===== src/rtl/tcm_pkg.sv =====
// Package of constants and types for the timer channel mode logic
// Summary of operation
// [RL1] Trigger edge field: none, rise, fall, both
// [RL2] Trigger line bit: 0 line B, 1 line A
// [RL3] Compare-C restart bit resets and starts counter
// [RL4] Mode bit: 0 capture, 1 waveform
// [RL5] Line A edge loads capture register A
// [RL6] Line A edge loads capture register B
// [RL7] Clock source: divided master or external clocks
// [RL8] Invert bit picks rising or falling count edge
// [RL9] Gating field ANDs clock with external clock
// [RL10] Compare-C halt stops clock at match
// [RL11] Compare-C clock-off disables clock at match
// [RL12] Event edge field: none, rise, fall, both
// [RL13] Event source: line B or external clocks
// [RL14] Line B as event becomes input only
// [RL15] Event-restart bit lets event reset counter
// [RL16] Four fields drive line A: set/clear/toggle
// [RL17] Four fields drive line B: set/clear/toggle
// [RL18] Counter value register shows live count
// [RL19] Software trigger resets counter, releases halt
// [RL20] Clock-on works unless clock-off written too
// [RL21] Halt restarts on trigger; clock-off needs command
// [RL22] Counter wraps from maximum to zero
package tcm_pkg;
  localparam logic [7:0]  ADDR_CTRL   = 8'h00;
  localparam logic [7:0]  ADDR_MODE   = 8'h04;
  localparam logic [7:0]  ADDR_COUNT  = 8'h10;
  localparam logic [7:0]  ADDR_REGA   = 8'h14;
  localparam logic [7:0]  ADDR_REGB   = 8'h18;
  localparam logic [7:0]  ADDR_REGC   = 8'h1C;
  localparam logic [31:0] MODE_RESET  = 32'h0000_0000;
  // Command bits of the control register
  localparam int CMD_CLK_ON  = 0;
  localparam int CMD_CLK_OFF = 1;
  localparam int CMD_SOFT    = 2;
  // Prescaler tap bits: half-period of divide 2,8,32,128,1024
  localparam int PRE_W = 10;
  localparam logic [3:0] TAP0 = 4'h0;
  localparam logic [3:0] TAP1 = 4'h2;
  localparam logic [3:0] TAP2 = 4'h4;
  localparam logic [3:0] TAP3 = 4'h6;
  localparam logic [3:0] TAP4 = 4'h9;
  // Edge select and line action codes
  localparam logic [1:0] EDGE_NONE = 2'h0;
  localparam logic [1:0] EDGE_RISE = 2'h1;
  localparam logic [1:0] EDGE_FALL = 2'h2;
  localparam logic [1:0] ACT_SET   = 2'h1;
  localparam logic [1:0] ACT_CLR   = 2'h2;
  localparam logic [1:0] ACT_TOG   = 2'h3;
  localparam logic [1:0] EVT_LINE_B = 2'h0;

  // Mode register in waveform layout; capture fields overlay it
  typedef struct packed {
    logic [1:0] line_b_on_soft_trig;  // 31:30
    logic [1:0] line_b_on_event;      // 29:28
    logic [1:0] line_b_on_match_c;    // 27:26
    logic [1:0] line_b_on_match_b;    // 25:24
    logic [1:0] line_a_on_soft_trig;  // 23:22
    logic [1:0] line_a_on_event;      // 21:20
    logic [1:0] line_a_on_match_c;    // 19:18
    logic [1:0] line_a_on_match_a;    // 17:16
    logic       wave_mode;            // 15
    logic       c_match_restart;      // 14
    logic       rsvd13;               // 13
    logic       event_restart_en;     // 12
    logic [1:0] event_source_sel;     // 11:10
    logic [1:0] event_edge_sel;       // 9:8
    logic       c_match_clock_off;    // 7
    logic       c_match_halt;         // 6
    logic [1:0] clock_gate_sel;       // 5:4
    logic       clock_invert;         // 3
    logic [2:0] count_clock_source;   // 2:0
  } tcm_mode_t;

  // Pin inputs of the channel
  typedef struct packed {
    logic ext_clock_0;
    logic ext_clock_1;
    logic ext_clock_2;
    logic io_line_a;
    logic io_line_b;
  } tcm_pins_t;

  // Pin outputs: values and output enables
  typedef struct packed {
    logic line_a_out;
    logic line_a_oe;
    logic line_b_out;
    logic line_b_oe;
  } tcm_drive_t;

  // APB completer response
  typedef struct packed {
    logic [31:0] prdata;
    logic        pready;
    logic        pslverr;
  } tcm_apb_rsp_t;

  // Whole module state
  typedef struct packed {
    tcm_mode_t    mode;
    logic [15:0]  count;
    logic [15:0]  capA;
    logic [15:0]  capB;
    logic [15:0]  cmpC;
    logic         clkOn;
    logic         halted;
    logic [PRE_W-1:0] pre;
    logic         clkPrev;
    logic         trigPrev;
    logic         ldPrev;
    logic         evtPrev;
    logic         lineA;
    logic         lineB;
    tcm_drive_t   drive;
    tcm_apb_rsp_t rsp;
  } tcm_state_t;
endpackage


===== src/rtl/tcm_channel.sv =====
// One timer channel: mode logic, counter, capture and waveform lines, APB slave
//
// The implementer's own choice: the APB interface to the registers.
`timescale 1ns/1ps
module tcm_channel
  import tcm_pkg::*;
(
  input  wire logic         sys_clk,   // 25 MHz master clock
  input  wire logic         rst_n,     // Synchronous reset, active low
  input  wire logic         psel,      // APB select
  input  wire logic         penable,   // APB access phase
  input  wire logic         pwrite,    // APB direction
  input  wire logic [7:0]   paddr,     // APB byte address
  input  wire logic [31:0]  pwdata,    // APB write data
  output logic [31:0]       prdata,    // APB read data
  output logic              pready,    // APB ready
  output logic              pslverr,   // APB error
  input  wire tcm_pins_t    pins,      // External clocks and line inputs
  output tcm_drive_t        drive      // Line outputs and enables
);

  tcm_state_t s_q;
  tcm_state_t s_d;

  // Edge detection of a sampled level against its previous value
  function automatic logic edgeHit(input logic [1:0] sel, input logic prev, input logic cur);
    logic rise;
    logic fall;
    rise = cur & ~prev;
    fall = ~cur & prev;
    unique case (sel)
      EDGE_NONE: edgeHit = 1'b0;
      EDGE_RISE: edgeHit = rise;
      EDGE_FALL: edgeHit = fall;
      default:   edgeHit = rise | fall;
    endcase
  endfunction

  // Line action: none, set, clear, toggle
  function automatic logic lineAct(input logic [1:0] act, input logic hit, input logic cur);
    lineAct = cur;
    if (hit)
    begin
      unique case (act)
        ACT_SET: lineAct = 1'b1;
        ACT_CLR: lineAct = 1'b0;
        ACT_TOG: lineAct = ~cur;
        default: lineAct = cur;
      endcase
    end
  endfunction

  // Pick one of the external clocks by a two-bit code, code 0 gives fallback
  function automatic logic extPick(input logic [1:0] sel, input logic fb, input tcm_pins_t p);
    unique case (sel)
      2'h0:    extPick = fb;
      2'h1:    extPick = p.ext_clock_0;
      2'h2:    extPick = p.ext_clock_1;
      default: extPick = p.ext_clock_2;
    endcase
  endfunction

  logic        selClk;
  logic        gatedClk;
  logic        countTick;
  logic        capMode;
  logic        waveMode;
  logic        trigSrc;
  logic        extTrig;
  logic        evtSrc;
  logic        evtHit;
  logic        matchA;
  logic        matchB;
  logic        matchC;
  logic        softTrig;
  logic        busWrite;
  logic        busRead;
  logic        anyTrig;
  logic        mapped;
  logic [31:0] rdata;
  logic [15:0] nextCount;

  // Counter clock selection, inversion and gating
  always_comb
  begin
    unique case (s_q.mode.count_clock_source)   // [RL7]
      3'h0:    selClk = s_q.pre[TAP0];
      3'h1:    selClk = s_q.pre[TAP1];
      3'h2:    selClk = s_q.pre[TAP2];
      3'h3:    selClk = s_q.pre[TAP3];
      3'h4:    selClk = s_q.pre[TAP4];
      3'h5:    selClk = pins.ext_clock_0;
      3'h6:    selClk = pins.ext_clock_1;
      default: selClk = pins.ext_clock_2;
    endcase
    gatedClk = (selClk ^ s_q.mode.clock_invert)                                  // [RL8]
             & extPick(s_q.mode.clock_gate_sel, 1'b1, pins);                    // [RL9]
    countTick = gatedClk & ~s_q.clkPrev & s_q.clkOn & ~s_q.halted;
  end

  // Mode decode, trigger, event and compare matches
  always_comb
  begin
    waveMode = s_q.mode.wave_mode;                         // [RL4]
    capMode  = ~waveMode;
    trigSrc  = s_q.mode.event_source_sel[0] ? pins.io_line_a : pins.io_line_b;  // [RL2]
    extTrig  = capMode & edgeHit(s_q.mode.event_edge_sel, s_q.trigPrev, trigSrc);  // [RL1]
    evtSrc   = extPick(s_q.mode.event_source_sel, pins.io_line_b, pins);         // [RL13]
    evtHit   = waveMode & edgeHit(s_q.mode.event_edge_sel, s_q.evtPrev, evtSrc); // [RL12]
    matchA   = waveMode & countTick & (s_q.count == s_q.capA);
    matchB   = waveMode & countTick & (s_q.count == s_q.capB);
    matchC   = countTick & (s_q.count == s_q.cmpC);
    busWrite = psel & penable & pwrite & ~s_q.rsp.pready;
    busRead  = psel & penable & ~pwrite & ~s_q.rsp.pready;
    softTrig = busWrite & (paddr == ADDR_CTRL) & pwdata[CMD_SOFT];
    anyTrig  = softTrig | extTrig
             | (evtHit & s_q.mode.event_restart_en)          // [RL15]
             | (matchC & s_q.mode.c_match_restart);          // [RL3]
    nextCount = s_q.count + 16'h0001;                        // [RL22]
  end

  // Register read decode
  always_comb
  begin
    mapped = 1'b1;
    rdata  = 32'h0000_0000;
    unique case (paddr)
      ADDR_CTRL:  rdata = 32'h0000_0000;
      ADDR_MODE:  rdata = s_q.mode;
      ADDR_COUNT: rdata = {16'h0000, s_q.count};             // [RL18]
      ADDR_REGA:  rdata = {16'h0000, s_q.capA};
      ADDR_REGB:  rdata = {16'h0000, s_q.capB};
      ADDR_REGC:  rdata = {16'h0000, s_q.cmpC};
      default:    mapped = 1'b0;
    endcase
  end

  // Next state of the whole channel
  always_comb
  begin
    s_d = s_q;
    s_d.pre      = s_q.pre + {{(PRE_W-1){1'b0}}, 1'b1};
    s_d.clkPrev  = gatedClk;
    s_d.trigPrev = trigSrc;
    s_d.ldPrev   = pins.io_line_a;
    s_d.evtPrev  = evtSrc;

    // Counter increment and wrap; a halting compare-C match holds the count at C
    if (countTick & ~(matchC & waveMode & (s_q.mode.c_match_halt | s_q.mode.c_match_clock_off)))
      s_d.count = nextCount;                                 // [RL22]

    // Compare-C halt and clock-off in waveform mode
    if (matchC & waveMode & s_q.mode.c_match_halt)
      s_d.halted = 1'b1;                                     // [RL10]
    if (matchC & waveMode & s_q.mode.c_match_clock_off)
      s_d.clkOn = 1'b0;                                      // [RL11]

    // Triggers reset the counter and release a halt; a disabled clock waits for clock-on
    if (anyTrig)
    begin
      s_d.count  = 16'h0000;                                 // [RL19]
      s_d.halted = 1'b0;                                     // [RL21]
    end

    // Capture loads on line A edges
    if (capMode & edgeHit(s_q.mode.line_a_on_match_a, s_q.ldPrev, pins.io_line_a))
      s_d.capA = s_q.count;                                  // [RL5]
    if (capMode & edgeHit(s_q.mode.line_a_on_match_c, s_q.ldPrev, pins.io_line_a))
      s_d.capB = s_q.count;                                  // [RL6]

    // Waveform line A effects, match A lowest then compare C, event, soft trigger
    s_d.lineA = lineAct(s_q.mode.line_a_on_match_a, matchA, s_q.lineA);           // [RL16]
    s_d.lineA = lineAct(s_q.mode.line_a_on_match_c, matchC & waveMode, s_d.lineA);
    s_d.lineA = lineAct(s_q.mode.line_a_on_event, evtHit, s_d.lineA);
    s_d.lineA = lineAct(s_q.mode.line_a_on_soft_trig, softTrig & waveMode, s_d.lineA);
    // Waveform line B effects
    s_d.lineB = lineAct(s_q.mode.line_b_on_match_b, matchB, s_q.lineB);           // [RL17]
    s_d.lineB = lineAct(s_q.mode.line_b_on_match_c, matchC & waveMode, s_d.lineB);
    s_d.lineB = lineAct(s_q.mode.line_b_on_event, evtHit, s_d.lineB);
    s_d.lineB = lineAct(s_q.mode.line_b_on_soft_trig, softTrig & waveMode, s_d.lineB);

    // Pin drive: capture mode drives nothing, line B input when it is the event
    s_d.drive.line_a_out = s_d.lineA;
    s_d.drive.line_a_oe  = s_d.mode.wave_mode;
    s_d.drive.line_b_out = s_d.lineB;
    s_d.drive.line_b_oe  = s_d.mode.wave_mode & (s_d.mode.event_source_sel != EVT_LINE_B);  // [RL14]

    // APB slave, one wait state; answer in the cycle after access starts
    s_d.rsp.pready  = psel & penable & ~s_q.rsp.pready;
    s_d.rsp.pslverr = psel & penable & ~s_q.rsp.pready & ~mapped;
    s_d.rsp.prdata  = busRead ? rdata : 32'h0000_0000;
    if (busWrite & mapped)
    begin
      unique case (paddr)
        ADDR_CTRL:
        begin
          if (pwdata[CMD_CLK_OFF])
            s_d.clkOn = 1'b0;                                // [RL20]
          else if (pwdata[CMD_CLK_ON])
            s_d.clkOn = 1'b1;                                // [RL21]
        end
        ADDR_MODE: s_d.mode = tcm_mode_t'(pwdata);
        ADDR_REGA: if (waveMode) s_d.capA = pwdata[15:0];
        ADDR_REGB: if (waveMode) s_d.capB = pwdata[15:0];
        ADDR_REGC: s_d.cmpC = pwdata[15:0];
        default:   s_d.clkOn = s_d.clkOn;
      endcase
    end
  end

  // State register
  always_ff @(posedge sys_clk)
  begin
    if (!rst_n)
    begin
      s_q      <= '0;
      s_q.mode <= tcm_mode_t'(MODE_RESET);
    end
    else
      s_q <= s_d;
  end

  assign prdata  = s_q.rsp.prdata;
  assign pready  = s_q.rsp.pready;
  assign pslverr = s_q.rsp.pslverr;
  assign drive   = s_q.drive;

endmodule


===== config.mk =====
export PLATFORM = sky130hd
export DESIGN_NAME = tcm_channel
export DESIGN_NICKNAME = d
export VERILOG_FILES = /design/src/rtl/tcm_pkg.sv /design/src/rtl/tcm_channel.sv
export SDC_FILE = /design/constraint.sdc
export NUM_CORES = 1
export LEC_CHECK = 0
export ABC_AREA = 1
export BUFFER_PORTS_ARGS = -buffer_cell sky130_fd_sc_hd__buf_2
export CAP_MARGIN = 20
export CORE_ASPECT_RATIO = 1.4
export CORE_MARGIN = 3
export CORE_UTILIZATION = 50
export CTS_BUF_LIST = sky130_fd_sc_hd__clkbuf_8
export CTS_CLUSTER_DIAMETER = 40
export DETAILED_ROUTE_END_ITERATION = 7
export MAX_ROUTING_LAYER = met4
export PLACE_DENSITY = 0.7
export SYNTH_ARGS = -nofsm -noshare
export SYNTH_HDL_FRONTEND = slang
export SYNTH_SLANG_ARGS = --single-unit

===== constraint.sdc =====
create_clock -name sys_clk -period 2.85 [get_ports sys_clk]
set_clock_uncertainty 0.05 [all_clocks]
set_input_delay 0.285 -clock sys_clk [delete_from_list [all_inputs] [get_ports sys_clk]]
set_output_delay 0.285 -clock sys_clk [all_outputs]
set_load 0.02 [all_outputs]

==> results of run 1 <==
-- how the worst min path moves through the flow --
stage                               endpoint  slack (ns)  depth (start not counted)          startpoint
after global placement    s_q[44]$_SDFF_PN0_        0.40                          1  s_q[44]$_SDFF_PN0_
final                     s_q[41]$_SDFF_PN0_       0.007                          3             pins[1]
after detailed placement  s_q[44]$_SDFF_PN0_        0.41                          1  s_q[44]$_SDFF_PN0_
after CTS                 s_q[41]$_SDFF_PN0_       0.002                          3             pins[1]
after floorplan           s_q[41]$_SDFF_PN0_        0.33                          2             pins[1]
after global routing      s_q[41]$_SDFF_PN0_        0.02                          3             pins[1]
-- per-layer routing --
layer  vias up  GRT usage, %  wire length [um]
met5         -             -                 0
met4         0         11.79               677
met3        46         4.154              1446
met2       312         46.45             10940
met1      3329         33.15              8849
li1       3624             -                 -
-- kinds of logic after synthesis --
group                      count (synthesis)  share of synthesized area, %
AOI/OAI and AO/OA                        293                         20.64
xor gates and xnor gates                  17                         1.967
adders and majority gates                  8                         1.322
buffers and inverters                    223                         13.42
DFF                                      150                         39.67
and+or+nand+nor                          385                         22.98
-- flip-flops by register name, indices dropped and copies added (netlist names) --
| register | count |
|---|---|
| s_q | 111 |
| prdata | 32 |
| drive | 4 |
| pready | 1 |
| pslverr | 1 |
| waveMode | 1 |
-- cell usage in the layout, fill, tap and decap left out, drive strengths merged, types with 2 or more instances in the layout --
master    synthesis  routed
nand2           207     207
dfxtp           150     150
inv             137     141
o21ai           132     132
a21oi           115     115
buf              53     114
nor2             62      62
nor3             40      40
nand3            39      39
nand4            27      27
a31oi            22      22
clkbuf           32      19
o22ai            14      14
xor2             12      12
ha                8       8
or2               6       6
xnor2             5       5
bufinv            0       4
clkinv            1       4
o211ai            3       3
nor4              3       3
o2111ai           3       3
o31ai             3       3
clkinvlp          0       2
-- power breakdown --
group | total, mW | switching (mW) | leakage (nW) | internal [mW]
clock network | 1.83 | 0.834 | 0.225 | 0.998
logic | 0.159 | 0.103 | 1.87 | 0.0554
registers | 2.11 | 0.00466 | 1.21 | 2.10
-- per-stage QoR --
stage	total power [mW]	util (%)
after floorplan	2.236	-
after global placement	2.312	54.47
after detailed placement	2.313	54.47
after CTS	4.107	57.48
after global routing	4.216	57.48
final	4.097	57.48
-- cell type report --
class,count,area [um^2],area share (%)
well taps,189,236.5,2.810
flip-flops and latches,150,3003,35.69
clock inverters,13,178.9,2.126
multi-input cells,703,3566,42.38
clock buffers,19,261.5,3.108
inverters,138,518.0,6.156
repair buffers,114,650.6,7.732
-- critical path: stages (launching register included) --
cell                       delay [ns]
sky130_fd_sc_hd__dfxtp_1         0.44
sky130_fd_sc_hd__inv_1           0.13
sky130_fd_sc_hd__nand2_1         0.10
sky130_fd_sc_hd__o211ai_1        0.08
sky130_fd_sc_hd__nand2_1         0.11
sky130_fd_sc_hd__inv_1           0.05
sky130_fd_sc_hd__ha_1            0.26
sky130_fd_sc_hd__nand2_1         0.05
sky130_fd_sc_hd__nand3_1         0.19
sky130_fd_sc_hd__nor2_1          0.07
sky130_fd_sc_hd__nor3_1          0.22
sky130_fd_sc_hd__o31ai_2         0.14
sky130_fd_sc_hd__inv_1           0.19
sky130_fd_sc_hd__o21ai_1         0.10
sky130_fd_sc_hd__a21oi_1         0.13
==> flow_results.xml, run 1 <==
<?xml version="1.0" encoding="UTF-8"?>
<metrics>
  <group name="timing">
    <metric name="rsz0062_at_grt" unit="">no</metric>
    <metric name="fin_crit" unit="ns">2.380</metric>
    <metric name="timing.hold.ws" unit="ns">0.007247</metric>
    <metric name="worst_pin_slew" unit="ns">1.217</metric>
    <metric name="hold_viol_final" unit="">0</metric>
    <metric name="final.period_utilization" unit="%">83.50</metric>
    <metric name="setup_viol" unit="">0</metric>
    <metric name="clock.fmax" unit="MHz">420.2</metric>
    <metric name="fin_tns_setup" unit="ns">0</metric>
    <metric name="max-slew-margin-rel" unit="%">18.32</metric>
    <metric name="final_max_slew_viol_count" unit="">0</metric>
    <metric name="postLayoutSetupSlackWorst" unit="ns">0.4703</metric>
  </group>
  <group name="power">
    <metric name="power.density" unit="nW/um^2">486.9</metric>
    <metric name="peakVddDrop" unit="V">0.0003043</metric>
    <metric name="static-leakage-power" unit="nW">3.303</metric>
  </group>
  <group name="floorplanning">
    <metric name="io_pins" unit="">88</metric>
    <metric name="die_h" unit="um">151.6</metric>
    <metric name="core" unit="um^2">14640</metric>
    <metric name="die_x" unit="um">110.0</metric>
    <metric name="die-area" unit="um^2">16670</metric>
    <metric name="fp-row-count" unit="">52</metric>
    <metric name="start_util" unit="%">51.71</metric>
  </group>
  <group name="logic_synthesis">
    <metric name="synth.net_count" unit="">1134</metric>
    <metric name="synth_cells" unit="">1076</metric>
    <metric name="postSynthRegisterBits" unit="">150</metric>
    <metric name="syn_area_per_cell" unit="um^2">7.035</metric>
    <metric name="seq_area_frac_synth" unit="%">39.67</metric>
    <metric name="synthesis.area" unit="um^2">7570</metric>
    <metric name="synth_enable_flop_cells" unit="">0</metric>
    <metric name="asyncSetResetFlopFracSynth" unit="%">0</metric>
    <metric name="synth.cells.most_frequent" unit="">sky130_fd_sc_hd__nand2_1, sky130_fd_sc_hd__dfxtp_1, sky130_fd_sc_hd__o21ai_0, sky130_fd_sc_hd__inv_1, sky130_fd_sc_hd__a21oi_1</metric>
    <metric name="netlist_top_cells_area" unit="">sky130_fd_sc_hd__dfxtp_1, sky130_fd_sc_hd__nand2_1, sky130_fd_sc_hd__o21ai_0, sky130_fd_sc_hd__a21oi_1, sky130_fd_sc_hd__inv_1</metric>
    <metric name="cell_with_the_most_instances_after_synthesis" unit="">sky130_fd_sc_hd__nand2_1</metric>
    <metric name="netlist.area_leader.share" unit="%">39.67</metric>
    <metric name="unique_masters_post_synth" unit="">40</metric>
    <metric name="yosysWarnings" unit="">0</metric>
    <metric name="synth_top_area_cell" unit="">sky130_fd_sc_hd__dfxtp_1</metric>
    <metric name="synth_top_flop_cell" unit="">sky130_fd_sc_hd__dfxtp_1</metric>
  </group>
  <group name="clocking">
    <metric name="htree_num_levels" unit="">4</metric>
    <metric name="clock_sinks" unit="">150</metric>
    <metric name="post-cts-setup-buffer-count" unit="">0</metric>
    <metric name="worst_skew_pair.late_latency" unit="ns">0.47</metric>
    <metric name="path_clk_slew" unit="ns">0.09</metric>
    <metric name="ctsHoldBuffers" unit="">0</metric>
    <metric name="cts-resized-gates" unit="">0</metric>
    <metric name="number_of_clock_buffers_inserted_by_tritoncts" unit="">17</metric>
    <metric name="tritoncts" unit="">yes</metric>
    <metric name="cts_buffer_depth" unit="">2</metric>
    <metric name="ctsRootBufferMaster" unit="">sky130_fd_sc_hd__clkbuf_8</metric>
  </group>
  <group name="global_route">
    <metric name="first_global_vias" unit="">6755</metric>
    <metric name="number_of_antenna_violations_at_the_first_check_in_global_routing" unit="">0</metric>
    <metric name="wire_length_of_the_first_global_routing_pass" unit="mm">34.47</metric>
    <metric name="grt_max_degree" unit="">90</metric>
    <metric name="aggregate_global_routing_overflow" unit="">0</metric>
    <metric name="track_usage" unit="%">27.81</metric>
  </group>
  <group name="run">
    <metric name="max_cap_check_violation_count" unit="">0</metric>
  </group>
  <group name="critical_path">
    <metric name="crit_fanout" unit="">7</metric>
    <metric name="crit-reg2reg-launch" unit="">s_q[130]$_SDFFE_PN0P_</metric>
    <metric name="critPathCaptureType" unit="">register</metric>
    <metric name="regToRegEndpoint" unit="">s_q[105]$_SDFFE_PP0P_</metric>
    <metric name="critPathCapture" unit="">s_q[105]$_SDFFE_PP0P_</metric>
    <metric name="startpoint" unit="">s_q[130]$_SDFFE_PN0P_</metric>
    <metric name="type_of_origin_of_the_critical_path" unit="">register</metric>
    <metric name="required_time_of_the_critical_path" unit="ns">3.20</metric>
    <metric name="timing.reg2reg.worst_path_depth" unit="">14</metric>
    <metric name="setup.worst_path.class" unit="">reg -&gt; reg</metric>
    <metric name="cp.arrival" unit="ns">2.72</metric>
    <metric name="setup.reg_to_reg.worst_slack" unit="ns">0.47</metric>
  </group>
  <group name="detailed_routing">
    <metric name="via_count" unit="">7311</metric>
    <metric name="route.detailed.wl_per_inst" unit="um">16.52</metric>
    <metric name="route.antenna.remaining_nets" unit="">0</metric>
    <metric name="detailedRoute.firstPassIterationCount" unit="">6</metric>
    <metric name="routed_wirelength" unit="mm">21.91</metric>
    <metric name="remaining_routing_drc_violations" unit="">0</metric>
    <metric name="drt_iter0_drc" unit="">698</metric>
    <metric name="vias_per_cell" unit="">5.514</metric>
  </group>
  <group name="placed_design">
    <metric name="place_inst" unit="">1294</metric>
    <metric name="gp_congestion" unit="">0.8966</metric>
    <metric name="detailed_place.area" unit="um^2">7974</metric>
    <metric name="place.port_buffers" unit="">87</metric>
    <metric name="detailed_place_hpwl" unit="mm">15.91</metric>
    <metric name="detailedPlace.worstSlack" unit="ns">0.3965</metric>
  </group>
  <group name="cells_and_area">
    <metric name="finish.cell_count_without_fillers" unit="">1326</metric>
    <metric name="antenna_cells" unit="">0</metric>
    <metric name="area_delta_synth_final" unit="%">11.16</metric>
    <metric name="layout-drive-gt1-share" unit="%">16.71</metric>
    <metric name="design.final.nets" unit="">1182</metric>
    <metric name="fillCellCount" unit="">1487</metric>
    <metric name="postLayoutCellArea" unit="um^2">8414</metric>
  </group>
  <group name="outcome">
    <metric name="run_status" unit="">finished clean</metric>
  </group>
  <group name="worst_hold_path">
    <metric name="worst_hold_path_type" unit="">in -&gt; reg</metric>
  </group>
</metrics>
No activity file was read; power rests on OpenSTA's default activity.
==> run 2, diff against run 1 <==
- PLACE_DENSITY: 0.7 -> 0.73
- clock period: 2.85 -> 2.1 ns (I/O delays scaled with it)
==> run 2 against run 1 <==
Effect of this change:
- the flow now finishes with violations (negative setup slack)
- global-route usage is 0.64 points higher
- clock power up 25%
- routed wire length is 5.4% higher
- cell count grew 4.6%
==> flow_results.xml, run 2 (same netlist as run 1, synthesis figures left out) <==
<?xml version="1.0" encoding="UTF-8"?>
<metrics>
  <group name="timing">
    <metric name="setup_viol" unit="">7</metric>
    <metric name="hold_viol_final" unit="">0</metric>
    <metric name="fin_tns_setup" unit="ns">-0.1198</metric>
    <metric name="worst_pin_slew" unit="ns">0.5804</metric>
    <metric name="clock.fmax" unit="MHz">470.2</metric>
    <metric name="final_max_slew_viol_count" unit="">0</metric>
    <metric name="rsz0062_at_grt" unit="">yes</metric>
    <metric name="fin_crit" unit="ns">2.127</metric>
    <metric name="timing.hold.ws" unit="ns">0.01351</metric>
    <metric name="max-slew-margin-rel" unit="%">61.26</metric>
    <metric name="final.period_utilization" unit="%">101.3</metric>
    <metric name="postLayoutSetupSlackWorst" unit="ns">-0.02677</metric>
  </group>
  <group name="clocking">
    <metric name="clock_sinks" unit="">150</metric>
    <metric name="number_of_clock_buffers_inserted_by_tritoncts" unit="">17</metric>
    <metric name="path_clk_slew" unit="ns">0.09</metric>
    <metric name="cts_buffer_depth" unit="">2</metric>
    <metric name="worst_skew_pair.late_latency" unit="ns">0.44</metric>
    <metric name="htree_num_levels" unit="">4</metric>
    <metric name="ctsRootBufferMaster" unit="">sky130_fd_sc_hd__clkbuf_8</metric>
    <metric name="tritoncts" unit="">yes</metric>
  </group>
  <group name="floorplanning">
    <metric name="die-area" unit="um^2">16670</metric>
    <metric name="die_x" unit="um">110.0</metric>
    <metric name="die_h" unit="um">151.6</metric>
    <metric name="fp-row-count" unit="">52</metric>
    <metric name="core" unit="um^2">14640</metric>
    <metric name="io_pins" unit="">88</metric>
    <metric name="start_util" unit="%">51.71</metric>
  </group>
  <group name="cells_and_area">
    <metric name="layout-drive-gt1-share" unit="%">22.95</metric>
    <metric name="design.final.nets" unit="">1243</metric>
    <metric name="layout.cells.most_common" unit="">sky130_fd_sc_hd__nand2_1</metric>
    <metric name="postLayoutCellArea" unit="um^2">9076</metric>
    <metric name="area_delta_synth_final" unit="%">19.90</metric>
    <metric name="regMostFlops" unit="">s_q</metric>
    <metric name="antenna_cells" unit="">0</metric>
    <metric name="finish.cell_count_without_fillers" unit="">1387</metric>
    <metric name="final_design_utilization" unit="%">62.00</metric>
    <metric name="largest_reg_flops" unit="">111</metric>
    <metric name="layout_common_cells" unit="">sky130_fd_sc_hd__nand2_1, sky130_fd_sc_hd__dfxtp_1, sky130_fd_sc_hd__o21ai_0</metric>
  </group>
  <group name="placed_design">
    <metric name="place.port_buffers" unit="">87</metric>
    <metric name="gp_congestion" unit="">0.9113</metric>
    <metric name="detailed_place.area" unit="um^2">8409</metric>
    <metric name="place_inst" unit="">1342</metric>
    <metric name="detailed_place_hpwl" unit="mm">16.58</metric>
    <metric name="detailedPlace.worstSlack" unit="ns">-0.1097</metric>
  </group>
  <group name="critical_path">
    <metric name="setup.worst_path.class" unit="">reg -&gt; reg</metric>
    <metric name="type_of_origin_of_the_critical_path" unit="">register</metric>
    <metric name="required_time_of_the_critical_path" unit="ns">2.38</metric>
    <metric name="regToRegEndpoint" unit="">s_q[114]$_SDFFE_PP0P_</metric>
    <metric name="critPathCaptureType" unit="">register</metric>
    <metric name="crit-reg2reg-launch" unit="">s_q[115]$_SDFFE_PP0P_</metric>
    <metric name="crit_fanout" unit="">7</metric>
    <metric name="setup.reg_to_reg.worst_slack" unit="ns">-0.03</metric>
    <metric name="cp.arrival" unit="ns">2.40</metric>
    <metric name="timing.reg2reg.worst_path_depth" unit="">11</metric>
  </group>
  <group name="detailed_routing">
    <metric name="drt_iter0_drc" unit="">850</metric>
    <metric name="remaining_routing_drc_violations" unit="">0</metric>
    <metric name="detailroute.wirelength.met2" unit="mm">11.68</metric>
    <metric name="routed_wirelength" unit="mm">23.10</metric>
    <metric name="vias_per_cell" unit="">5.516</metric>
    <metric name="route.antenna.remaining_nets" unit="">0</metric>
    <metric name="drt-met1-wl" unit="mm">9.070</metric>
    <metric name="top_layer" unit="">met4</metric>
    <metric name="detailedRoute.firstPassIterationCount" unit="">7</metric>
    <metric name="route.detailed.wl_per_inst" unit="um">16.66</metric>
    <metric name="met3_wire_len" unit="mm">1.483</metric>
    <metric name="via_count" unit="">7650</metric>
  </group>
  <group name="run">
    <metric name="max_cap_check_violation_count" unit="">0</metric>
  </group>
  <group name="worst_hold_path">
    <metric name="timing.hold.worst_path_depth" unit="">3</metric>
    <metric name="hp-start" unit="">pwdata[27]</metric>
    <metric name="worstHoldEndpoint" unit="">s_q[147]$_SDFFE_PN0P_</metric>
    <metric name="worst_hold_path_type" unit="">in -&gt; reg</metric>
  </group>
  <group name="power">
    <metric name="static-leakage-power" unit="nW">3.629</metric>
    <metric name="totalPowerFinal" unit="mW">5.396</metric>
    <metric name="peakVddDrop" unit="V">0.0003705</metric>
    <metric name="power.density" unit="nW/um^2">594.5</metric>
  </group>
  <group name="global_route">
    <metric name="number_of_antenna_violations_at_the_first_check_in_global_routing" unit="">0</metric>
    <metric name="track_usage" unit="%">28.45</metric>
    <metric name="first_global_vias" unit="">7082</metric>
    <metric name="grt_max_degree" unit="">62</metric>
    <metric name="wire_length_of_the_first_global_routing_pass" unit="mm">35.70</metric>
    <metric name="aggregate_global_routing_overflow" unit="">0</metric>
  </group>
  <group name="outcome">
    <metric name="violations" unit="">negative setup slack</metric>
    <metric name="run_status" unit="">finished, violations left</metric>
  </group>
</metrics>
==> run 2: repair_timing <==
action	CTS	global route
pin swaps	2	7
buffers inserted	0	2
setup endpoints to repair	19	31
cloned	0	1
resized for setup	4	45
hold buffers	10	0
hold endpoints to repair	12	0
==> run 2: final cells by class <==
class                           count  area, um^2
Multi-Input combinational cell    703        3666
Clock buffer                       19       261.5
Tap cell                          189       236.5
Inverter                          138       520.5
Fill cell                        1355        5563
Timing Repair Buffer              175        1224
Sequential cell                   150        3020
Clock inverter                     13       147.6
==> run 2: how the worst max path moves through the flow <==
stage / startpoint / end / slack, ns / depth (start not counted)
2_1_floorplan: s_q[130]$_SDFFE_PN0P_ / s_q[106]$_SDFFE_PP0P_ / 0.16 / 13
3_3_place_gp: s_q[115]$_SDFFE_PP0P_ / s_q[114]$_SDFFE_PP0P_ / -0.06 / 11
3_5_place_dp: s_q[115]$_SDFFE_PP0P_ / s_q[114]$_SDFFE_PP0P_ / -0.11 / 11
4_1_cts: s_q[115]$_SDFFE_PP0P_ / s_q[107]$_SDFFE_PP0P_ / -0.006 / 10
5_1_grt: s_q[118]$_SDFFE_PP0P_ / drive[3]$_SDFF_PN0_ / -0.13 / 14
6_report: s_q[115]$_SDFFE_PP0P_ / s_q[114]$_SDFFE_PP0P_ / -0.03 / 11
==> run 2: where the power goes <==
group          switching, mW  total, mW  leakage [nW]  internal, mW
Clock                   1.15       2.29         0.206          1.14
Combinational          0.155      0.250          2.21        0.0951
Sequential           0.00661       2.86          1.22          2.85
Total                   1.32       5.40          3.63          4.08
==> run 2: critical path, cell delays in order, from the launching register on <==
cell	delay [ns]
sky130_fd_sc_hd__dfxtp_4	0.40
sky130_fd_sc_hd__inv_2	0.04
sky130_fd_sc_hd__nand2_1	0.05
sky130_fd_sc_hd__nand4_1	0.23
sky130_fd_sc_hd__nor2_2	0.21
sky130_fd_sc_hd__nand2_2	0.08
sky130_fd_sc_hd__nor2_4	0.16
sky130_fd_sc_hd__inv_1	0.09
sky130_fd_sc_hd__o31ai_4	0.37
sky130_fd_sc_hd__inv_2	0.17
sky130_fd_sc_hd__o21ai_1	0.11
sky130_fd_sc_hd__a21oi_1	0.05
==> run 2: per-layer routing <==
metal  up-vias  global-route usage, %
met5         -                      -
met3        66                  3.773
li1       3761                      -
met4         0                  13.29
met2       324                  48.30
met1      3499                  33.01
